==> config.mk <==
export PLATFORM = sky130hd
export DESIGN_NAME = port_b_pin_function_mux
export DESIGN_NICKNAME = d
export VERILOG_FILES = /design/src/logic/port_b_mux_pkg.sv /design/src/logic/pin_input_filter.sv /design/src/logic/port_b_pin_function_mux.sv
export SDC_FILE = /design/constraint.sdc
export NUM_CORES = 1
export LEC_CHECK = 0
export BUFFER_PORTS_ARGS = -buffer_cell sky130_fd_sc_hd__buf_2
export CAP_MARGIN = 20
export CORE_AREA = 3 3 45 47
export DETAILED_ROUTE_END_ITERATION = 7
export DIE_AREA = 0 0 48 50
export PLACE_DENSITY = 0.84
export SLEW_MARGIN = 40
export SYNTH_ARGS = -nofsm -noshare
export SYNTH_HDL_FRONTEND = slang
export SYNTH_SLANG_ARGS = --single-unit
==> constraint.sdc <==
create_clock -name clk_sys_i -period 1.2 [get_ports clk_sys_i]
set_input_delay 0.3 -clock clk_sys_i [delete_from_list [all_inputs] [get_ports clk_sys_i]]
set_output_delay 0.3 -clock clk_sys_i [all_outputs]
set_load 0.02 [all_outputs]
==> src/logic/port_b_mux_pkg.sv <==
package port_b_mux_pkg;

	// pin function select codes, as set by the system integration module
	localparam logic [1:0] FUNC_GPIO = 2'h0;
	localparam logic [1:0] FUNC_SERIAL = 2'h1;
	localparam logic [1:0] FUNC_TIMER = 2'h2;
	localparam logic [1:0] FUNC_PWM_SRC = 2'h3;

	// pin index inside the two-pin arrays
	localparam int PIN_TWO = 0;
	localparam int PIN_THREE = 1;
	localparam int PIN_COUNT = 2;

	// reset values
	localparam logic RST_PIN_LEVEL = 1'h1;  // pulled-up pad reads high
	localparam logic RST_OUT_LEVEL = 1'h0;
	localparam logic RST_PULLUP = 1'h1;
	localparam logic RST_OE = 1'h0;
	localparam logic INACTIVE_LEVEL = 1'h0;  // seen by unselected inputs

	// input filter depth: three flip-flops, last two must agree
	localparam int SYNC_STAGES = 3;

endpackage

==> src/logic/pin_input_filter.sv <==
// three-flop pad synchroniser with agreement filter
module pin_input_filter
	import port_b_mux_pkg::*;
(
	input wire logic clk_sys_i,
	input wire logic rst_n_i,
	input wire logic pad_i,
	output logic level_o
);

	logic [SYNC_STAGES-1:0] sync_r;  // shift chain, bit 0 is first flop
	logic [SYNC_STAGES-1:0] sync_nxt;
	logic level_r;  // accepted level
	logic level_nxt;

	// next values: first flop is read only by the second
	always_comb begin
		sync_nxt = {sync_r[SYNC_STAGES-2:0], pad_i};
		level_nxt = level_r;
		// a change counts only once stages two and three agree
		if (sync_r[1] == sync_r[2]) begin
			level_nxt = sync_r[2];
		end
	end

	// registers only
	always_ff @(posedge clk_sys_i) begin
		if (!rst_n_i) begin
			sync_r <= {SYNC_STAGES{RST_PIN_LEVEL}};
			level_r <= RST_PIN_LEVEL;
		end else begin
			sync_r <= sync_nxt;
			level_r <= level_nxt;
		end
	end

	assign level_o = level_r;

endmodule

==> src/logic/port_b_pin_function_mux.sv <==
module port_b_pin_function_mux
	import port_b_mux_pkg::*;
(
	input wire logic clk_sys_i,
	input wire logic rst_n_i,
	// configuration from the system integration module
	input wire logic [1:0] port_b_pin_two_sel_i,
	input wire logic [1:0] port_b_pin_three_sel_i,
	// gpio controller
	input wire logic [PIN_COUNT-1:0] gpio_dir_out_i,
	input wire logic [PIN_COUNT-1:0] gpio_data_out_i,
	output logic [PIN_COUNT-1:0] gpio_data_in_o,
	// queued_serial_port_zero
	input wire logic serial0_master_mode_i,
	input wire logic serial0_slave_sel_n_i,
	input wire logic serial0_launch_i,
	input wire logic serial0_tx_bit_i,
	output logic serial0_master_in_line_o,
	output logic serial0_master_out_line_o,
	// timer_a channels two and three
	input wire logic [PIN_COUNT-1:0] timer_chan_out_i,
	input wire logic [PIN_COUNT-1:0] timer_chan_oe_i,
	output logic timer_a_channel_two_o,
	output logic timer_a_channel_three_o,
	// external pwm sources
	output logic pwm_pair45_source_in_o,
	output logic pwm_pair23_source_in_o,
	// pads: port_b_pin_two is index 0, port_b_pin_three index 1
	input wire logic [PIN_COUNT-1:0] pad_in_i,
	output logic [PIN_COUNT-1:0] pad_out_o,
	output logic [PIN_COUNT-1:0] pad_oe_o,
	output logic [PIN_COUNT-1:0] pad_pullup_o
);

	logic [PIN_COUNT-1:0] pad_lvl;  // filtered pad levels
	logic [1:0] sel [PIN_COUNT];  // per-pin function select

	assign sel[PIN_TWO] = port_b_pin_two_sel_i;
	assign sel[PIN_THREE] = port_b_pin_three_sel_i;

	// one filter per pad
	for (genvar g = 0; g < PIN_COUNT; g++) begin : g_filt
		pin_input_filter u_filt (
			.clk_sys_i(clk_sys_i),
			.rst_n_i(rst_n_i),
			.pad_i(pad_in_i[g]),
			.level_o(pad_lvl[g])
		);
	end

	// serial data launch holder
	logic tx_bit_r;
	logic tx_bit_nxt;

	// bit changes only on the launch edge, so it stands a half
	// serial clock before the opposite (sampling) edge
	always_comb begin
		tx_bit_nxt = tx_bit_r;
		if (serial0_launch_i) begin
			tx_bit_nxt = serial0_tx_bit_i;
		end
	end

	always_ff @(posedge clk_sys_i) begin
		if (!rst_n_i) begin
			tx_bit_r <= RST_OUT_LEVEL;
		end else begin
			tx_bit_r <= tx_bit_nxt;
		end
	end

	// pad drive state
	logic [PIN_COUNT-1:0] out_r, out_nxt;
	logic [PIN_COUNT-1:0] oe_r, oe_nxt;
	logic [PIN_COUNT-1:0] pu_r, pu_nxt;
	// direction a pin takes in serial mode: pin two carries master-in,
	// pin three master-out
	logic [PIN_COUNT-1:0] ser_drive;

	always_comb begin
		// slave output only while selected, else high impedance
		ser_drive[PIN_TWO] = !serial0_master_mode_i &&
			!serial0_slave_sel_n_i;
		ser_drive[PIN_THREE] = serial0_master_mode_i;
	end

	// next pad drive values
	always_comb begin
		out_nxt = {PIN_COUNT{RST_OUT_LEVEL}};
		oe_nxt = {PIN_COUNT{RST_OE}};
		for (int i = 0; i < PIN_COUNT; i++) begin
			unique case (sel[i])
				FUNC_GPIO: begin
					oe_nxt[i] = gpio_dir_out_i[i];
					out_nxt[i] = gpio_data_out_i[i];
				end
				FUNC_SERIAL: begin
					oe_nxt[i] = ser_drive[i];
					out_nxt[i] = tx_bit_nxt;
				end
				FUNC_TIMER: begin
					oe_nxt[i] = timer_chan_oe_i[i];
					out_nxt[i] = timer_chan_out_i[i];
				end
				FUNC_PWM_SRC: begin
					oe_nxt[i] = RST_OE;  // input only
				end
			endcase
		end
		// pull-up holds an undriven pad at a known level
		pu_nxt = ~oe_nxt;
	end

	always_ff @(posedge clk_sys_i) begin
		if (!rst_n_i) begin
			out_r <= {PIN_COUNT{RST_OUT_LEVEL}};
			oe_r <= {PIN_COUNT{RST_OE}};
			pu_r <= {PIN_COUNT{RST_PULLUP}};
		end else begin
			out_r <= out_nxt;
			oe_r <= oe_nxt;
			pu_r <= pu_nxt;
		end
	end

	// peripheral-side inputs
	logic [PIN_COUNT-1:0] gpio_in_r, gpio_in_nxt;
	logic [PIN_COUNT-1:0] tmr_in_r, tmr_in_nxt;
	logic [PIN_COUNT-1:0] pwm_r, pwm_nxt;
	logic miso_r, miso_nxt;
	logic mosi_r, mosi_nxt;

	// route each filtered pad to the one selected receiver only
	always_comb begin
		gpio_in_nxt = {PIN_COUNT{INACTIVE_LEVEL}};
		tmr_in_nxt = {PIN_COUNT{INACTIVE_LEVEL}};
		pwm_nxt = {PIN_COUNT{INACTIVE_LEVEL}};
		for (int i = 0; i < PIN_COUNT; i++) begin
			unique case (sel[i])
				FUNC_GPIO: gpio_in_nxt[i] = pad_lvl[i];
				FUNC_TIMER: tmr_in_nxt[i] = pad_lvl[i];
				FUNC_PWM_SRC: pwm_nxt[i] = pad_lvl[i];
				FUNC_SERIAL: begin
				end
			endcase
		end
		// serial receive: master listens on pin two, slave on pin three
		miso_nxt = INACTIVE_LEVEL;
		mosi_nxt = INACTIVE_LEVEL;
		if (sel[PIN_TWO] == FUNC_SERIAL && serial0_master_mode_i) begin
			miso_nxt = pad_lvl[PIN_TWO];
		end
		if (sel[PIN_THREE] == FUNC_SERIAL && !serial0_master_mode_i) begin
			mosi_nxt = pad_lvl[PIN_THREE];
		end
	end

	always_ff @(posedge clk_sys_i) begin
		if (!rst_n_i) begin
			gpio_in_r <= {PIN_COUNT{RST_PIN_LEVEL}};
			tmr_in_r <= {PIN_COUNT{INACTIVE_LEVEL}};
			pwm_r <= {PIN_COUNT{INACTIVE_LEVEL}};
			miso_r <= INACTIVE_LEVEL;
			mosi_r <= INACTIVE_LEVEL;
		end else begin
			gpio_in_r <= gpio_in_nxt;
			tmr_in_r <= tmr_in_nxt;
			pwm_r <= pwm_nxt;
			miso_r <= miso_nxt;
			mosi_r <= mosi_nxt;
		end
	end

	assign pad_out_o = out_r;
	assign pad_oe_o = oe_r;
	assign pad_pullup_o = pu_r;
	assign gpio_data_in_o = gpio_in_r;
	assign timer_a_channel_two_o = tmr_in_r[PIN_TWO];
	assign timer_a_channel_three_o = tmr_in_r[PIN_THREE];
	assign pwm_pair45_source_in_o = pwm_r[PIN_TWO];
	assign pwm_pair23_source_in_o = pwm_r[PIN_THREE];
	assign serial0_master_in_line_o = miso_r;
	assign serial0_master_out_line_o = mosi_r;
endmodule

[Yosys cells after proc, flatten, opt, wreduce, memory -nomap -nowiden]
Cells that the tools add are included.
Word-level totals
  output and inout port bits: 14
  bits in registers: 23
  word-level logic and storage cells: 44
Operators by class
  reductions and logical operators: 13
  equality and inequality tests: 8
  bitwise logic cells: 1
  muxes and demuxes: 7
Operator list (count)
  $reduce_and 2->1: 6
  $eq 2x2->1 const B: 4
  $pmux 1 s4: 2
  $pmux 1 s3: 2
  $eq 2x1->1 const B: 2
  $logic_not 2->1: 2
  $logic_and 1x1->1: 3
  $mux 1: 3
  $eq 1x1->1: 2
  $logic_not 1->1: 2
  $not 2->2: 1

[Logic depth before layout (Yosys ltp)]
  depth in word-level cells: 4
  depth in mapped cells: 3
  depth with buffers taken out: 3

[By module]
A second synthesis with hierarchy kept.
Unflattened totals
  cell total of the unflattened synthesis: 75
  area total of the unflattened synthesis: 757.0 um2
Modules (own cells, without submodules)
  port_b_pin_function_mux: cells each 55, times used 1, area an instance 531.8 um2
  pin_input_filter: cells each 10, times used 2, area an instance 112.6 um2

[Worst setup path before layout]
No wires, ideal clock.
  path type: input -> register
  start: input serial0_launch_i
  end: register out_r[0], in the netlist pad_out_o[0]
  buffers on the path: 0
  library setup time: 0.121 ns
  data required time: 1.079 ns
  cell stages on the path: 3
  setup slack: 0.325 ns
  data arrival time: 0.754 ns
  cell sequence: mux2_2 nand2_1 o21ai_1
On the way
  longest elaborated chain between the ends: 2
RTL lines
  start, declared: RTL line port_b_pin_function_mux.sv:16  | input wire logic serial0_launch_i,
  $mux 1: RTL line port_b_pin_function_mux.sv:59  | if (serial0_launch_i) begin
  $pmux 1 s3: RTL line port_b_pin_function_mux.sv:92  | unique case (sel[i])
  end signal, assigned: RTL line port_b_pin_function_mux.sv:116  | out_r <= {PIN_COUNT{RST_OUT_LEVEL}};
  end signal, assigned: RTL line port_b_pin_function_mux.sv:120  | out_r <= out_nxt;
  end, declared: RTL line port_b_pin_function_mux.sv:73  | logic [PIN_COUNT-1:0] out_r, out_nxt;
Every way passes these cells.
A chain may end at the register's enable or synchronous reset.

[Worst setup path in the final report]
  start: register tmr_in_r[0]
  end: output timer_a_channel_two_o
RTL lines
  start, declared: RTL line port_b_pin_function_mux.sv:128  | logic [PIN_COUNT-1:0] tmr_in_r, tmr_in_nxt;
  start signal, assigned: RTL line port_b_pin_function_mux.sv:161  | tmr_in_r <= {PIN_COUNT{INACTIVE_LEVEL}};
  start signal, assigned: RTL line port_b_pin_function_mux.sv:167  | tmr_in_r <= tmr_in_nxt;
  end, declared: RTL line port_b_pin_function_mux.sv:23  | output logic timer_a_channel_two_o,
No word-level cell between the ends.

==> results.toml <==
[floorplan]
core_mm2 = 0.00169
die_x_um = 48
die-area_mm2 = 0.00240
io_pins = 34
std_cell_rows = 15
start_util_pct = 45.6
die_h_um = 50

[route]
drt-total-wl_um = 1450
drc = 0
vias = 628
wire_per_inst_um = 11.1
firstDrtPassIters = 4
viasPerCell = 4.83
ant_nets = 0
drt_iter0_markers = 7

[synth]
synthCells = 77
muxShareOfSynthArea_pct = 4.23
synth_fa_ha_area_share_pct = 0
synth_compound_area_share_pct = 9.59
syn-num-nets = 97
yosys_warnings = 0
synth_top_cell_by_area = "dfxtp_1"
seq_area_frac_synth_pct = 59.8
ys_ff_latch = 23
synth_area_leaders = "dfxtp_1 (60%), nand2b_1 (5.7%), nand2_1 (4.9%)"
synth_top_family_by_area = "simple AND/OR/NAND/NOR gates"
synth_area_um2 = 769
yosys.area_share.simple_pct = 21.8
synthDistinctLibCells = 24
netlist.area_leader.share_pct = 59.8
syn_avg_cell_area_um2 = 9.99
synth_xor_area_share_pct = 0

[sta]
worst_slack_ps = 115
fin_tns_setup_ps = 0
final_max_slew_viol_count = 0
worstMarginPinSlew_ps = 251
rsz0062_at_grt = "false"
fmax_ghz = 0.922
worst_clock_skew_ps = 0.465
post-route-period-util_pct = 90.4
slew_headroom_pct = 83.1
whs_ps = 173
finalSetupViolations = 0
hold_viol_final = 0
fin_crit_ps = 1090

[finish]
n_fill_cell = 144
final_common_cell = "buf_2"
area_growth_pct = 26.7
most-common-layout-cells = "buf_2 (33), dfxtp_1 (23), nand2_1 (10)"
drive_gt1_share_pct = 36.3
multi_input_area_um2 = 274
seq_area_um2 = 460
fin_cells = 130
antenna_cells = 0
layout.nets = 134

[pwr]
finalPower_mw = 1.31
pwr-share-clk_pct = 25.6
p_comb_share_pct = 13.0
switchingPower_mw = 0.317
p_per_area_mw_per_mm2 = 1350
power_frac_seq_pct = 61.5
ir_worst_vdd_uv = 932
switching_share_pct = 24.2
internal_power_mw = 0.994
power.leakage_nw = 0.483

[grt]
grtUsageTotal_pct = 13.4
grt_pass1_vias = 617
antenna_found_initial = 0
gr-total-overflow = 0
grt_first_pass_wirelength_um = 2400
grt_max_degree = 15

[cts]
post_cts_buffers = 0
cts_resized = 0
clockBufferDepth = 2
path_clk_slew_ps = 120
cts_root_buffer = "clkbuf_4"
hold_buffers = 0
cts.sinks = 23
cts_tree = "yes"
clk_latency_ps = 290
h-tree-depth = 1
cts_buffers = 3

[critical_path]
rrSetupSlack_ps = 310
cp-end-kind = "output port"
path_depth = 1
crit_fanout = 1
crit_arrival_ps = 790
rr_startpoint = "tx_bit_r"
critPathTopFamily = "flip-flops"
path_class = "register to output port"
path_cells = "buf_2"
crit_buf_inv = 1
crit_required_ps = 900
max_stage_delay_ps = 330
setup.worst_path.end = "timer_a_channel_two_o"
slowest_stage = "dfxtp_1"
worstSetupStartpoint = "tmr_in_r[0]"
worstSetupStartpointType = "register"
r2r-end = "pad_out_o[1]"
reg2reg_depth = 3

[placed_design]
io_buffers = 33
place.gp.congestion = 0.710
dp_cells = 126
hpwl_um = 1150
dp_slack_ps = 133

[outcome]
status = "finished clean"

[min_path]
hold_class = "input pin to register"
hp-start = "pad_in_i[1]"

[run]
max-cap-violations = 0
==> synth_stat cells (all sizes together) <==
| master | number |
|---|---|
| a21oi | 2 |
| a31oi | 1 |
| and2 | 1 |
| and4b | 1 |
| buf | 2 |
| dfxtp | 23 |
| inv | 5 |
| mux2 | 2 |
| mux2i | 1 |
| nand2 | 10 |
| nand2b | 7 |
| nand3 | 2 |
| nor2 | 7 |
| nor2b | 1 |
| nor3 | 3 |
| nor3b | 1 |
| o21ai | 4 |
| o22ai | 2 |
| o311a | 1 |
| o311ai | 1 |
==> power groups by stage <==
| stage | Combinational (mW) | Clock (mW) | Sequential (mW) |
|---|---|---|---|
| 2_1_floorplan | 0.0627 | 0 | 0.857 |
| 5_1_grt | 0.189 | 0.377 | 0.810 |
| 3_3_place_gp | 0.164 | 0 | 0.823 |
| 3_5_place_dp | 0.171 | 0 | 0.824 |
| 4_1_cts | 0.171 | 0.345 | 0.806 |
| 6_report | 0.170 | 0.335 | 0.806 |
==> final cells by class <==
cell class	instances	share of cell area [%]
Clock buffer	3	2.31
Clock inverter	1	0.513
Inverter	5	1.93
Multi-Input combinational cell	47	28.1
Sequential cell	23	47.2
Tap cell	17	2.18
Timing Repair Buffer	34	17.7
==> worst min-delay path by stage <==
| stage | end | slack, ps | depth (start not counted) |
|---|---|---|---|
| after floorplan | tmr_in_r[1] | 370 | 1 |
| after global placement | g_filt[0].u_filt.sync_r[1] | 390 | 1 |
| after detailed placement | g_filt[0].u_filt.sync_r[1] | 400 | 1 |
| after CTS | g_filt[0].u_filt.sync_r[0] | 170 | 2 |
| after global routing | g_filt[0].u_filt.sync_r[0] | 170 | 2 |
| final | g_filt[1].u_filt.sync_r[0] | 170 | 2 |
==> state kept, by name, indices dropped and copies added (netlist names), 2 cells and up <==
name and flops:
pad_out_o 2, pad_pullup_o 2, g_filt.u_filt.sync_r 6, pad_oe_o 2, g_filt.u_filt.level_o 2, tmr_in_r 2, gpio_data_in_o 2, pwm_r 2
==> stage by stage <==
stage,instance area [um2],utilization (%)
2_1_floorplan,769,-
3_3_place_gp,947,56.1
3_5_place_dp,947,56.1
4_1_cts,975,57.7
5_1_grt,975,57.7
6_report,975,57.7
==> cells by family after synthesis <==
kind of cell    Yosys count
buf+inv                   7
simple gates             33
compound gates           11
mux                       3
flops                    23
==> routing by layer <==
metal / up-vias / wire length, um / GRT usage [%]
li1: 327 / - / -
met1: 276 / 632 / 15.8
met2: 23 / 715 / 24.0
met3: 2 / 92 / 2.19
met4: 0 / 6 / 2.69
met5: - / 0 / 0
Power figures use the tool's default switching activity.
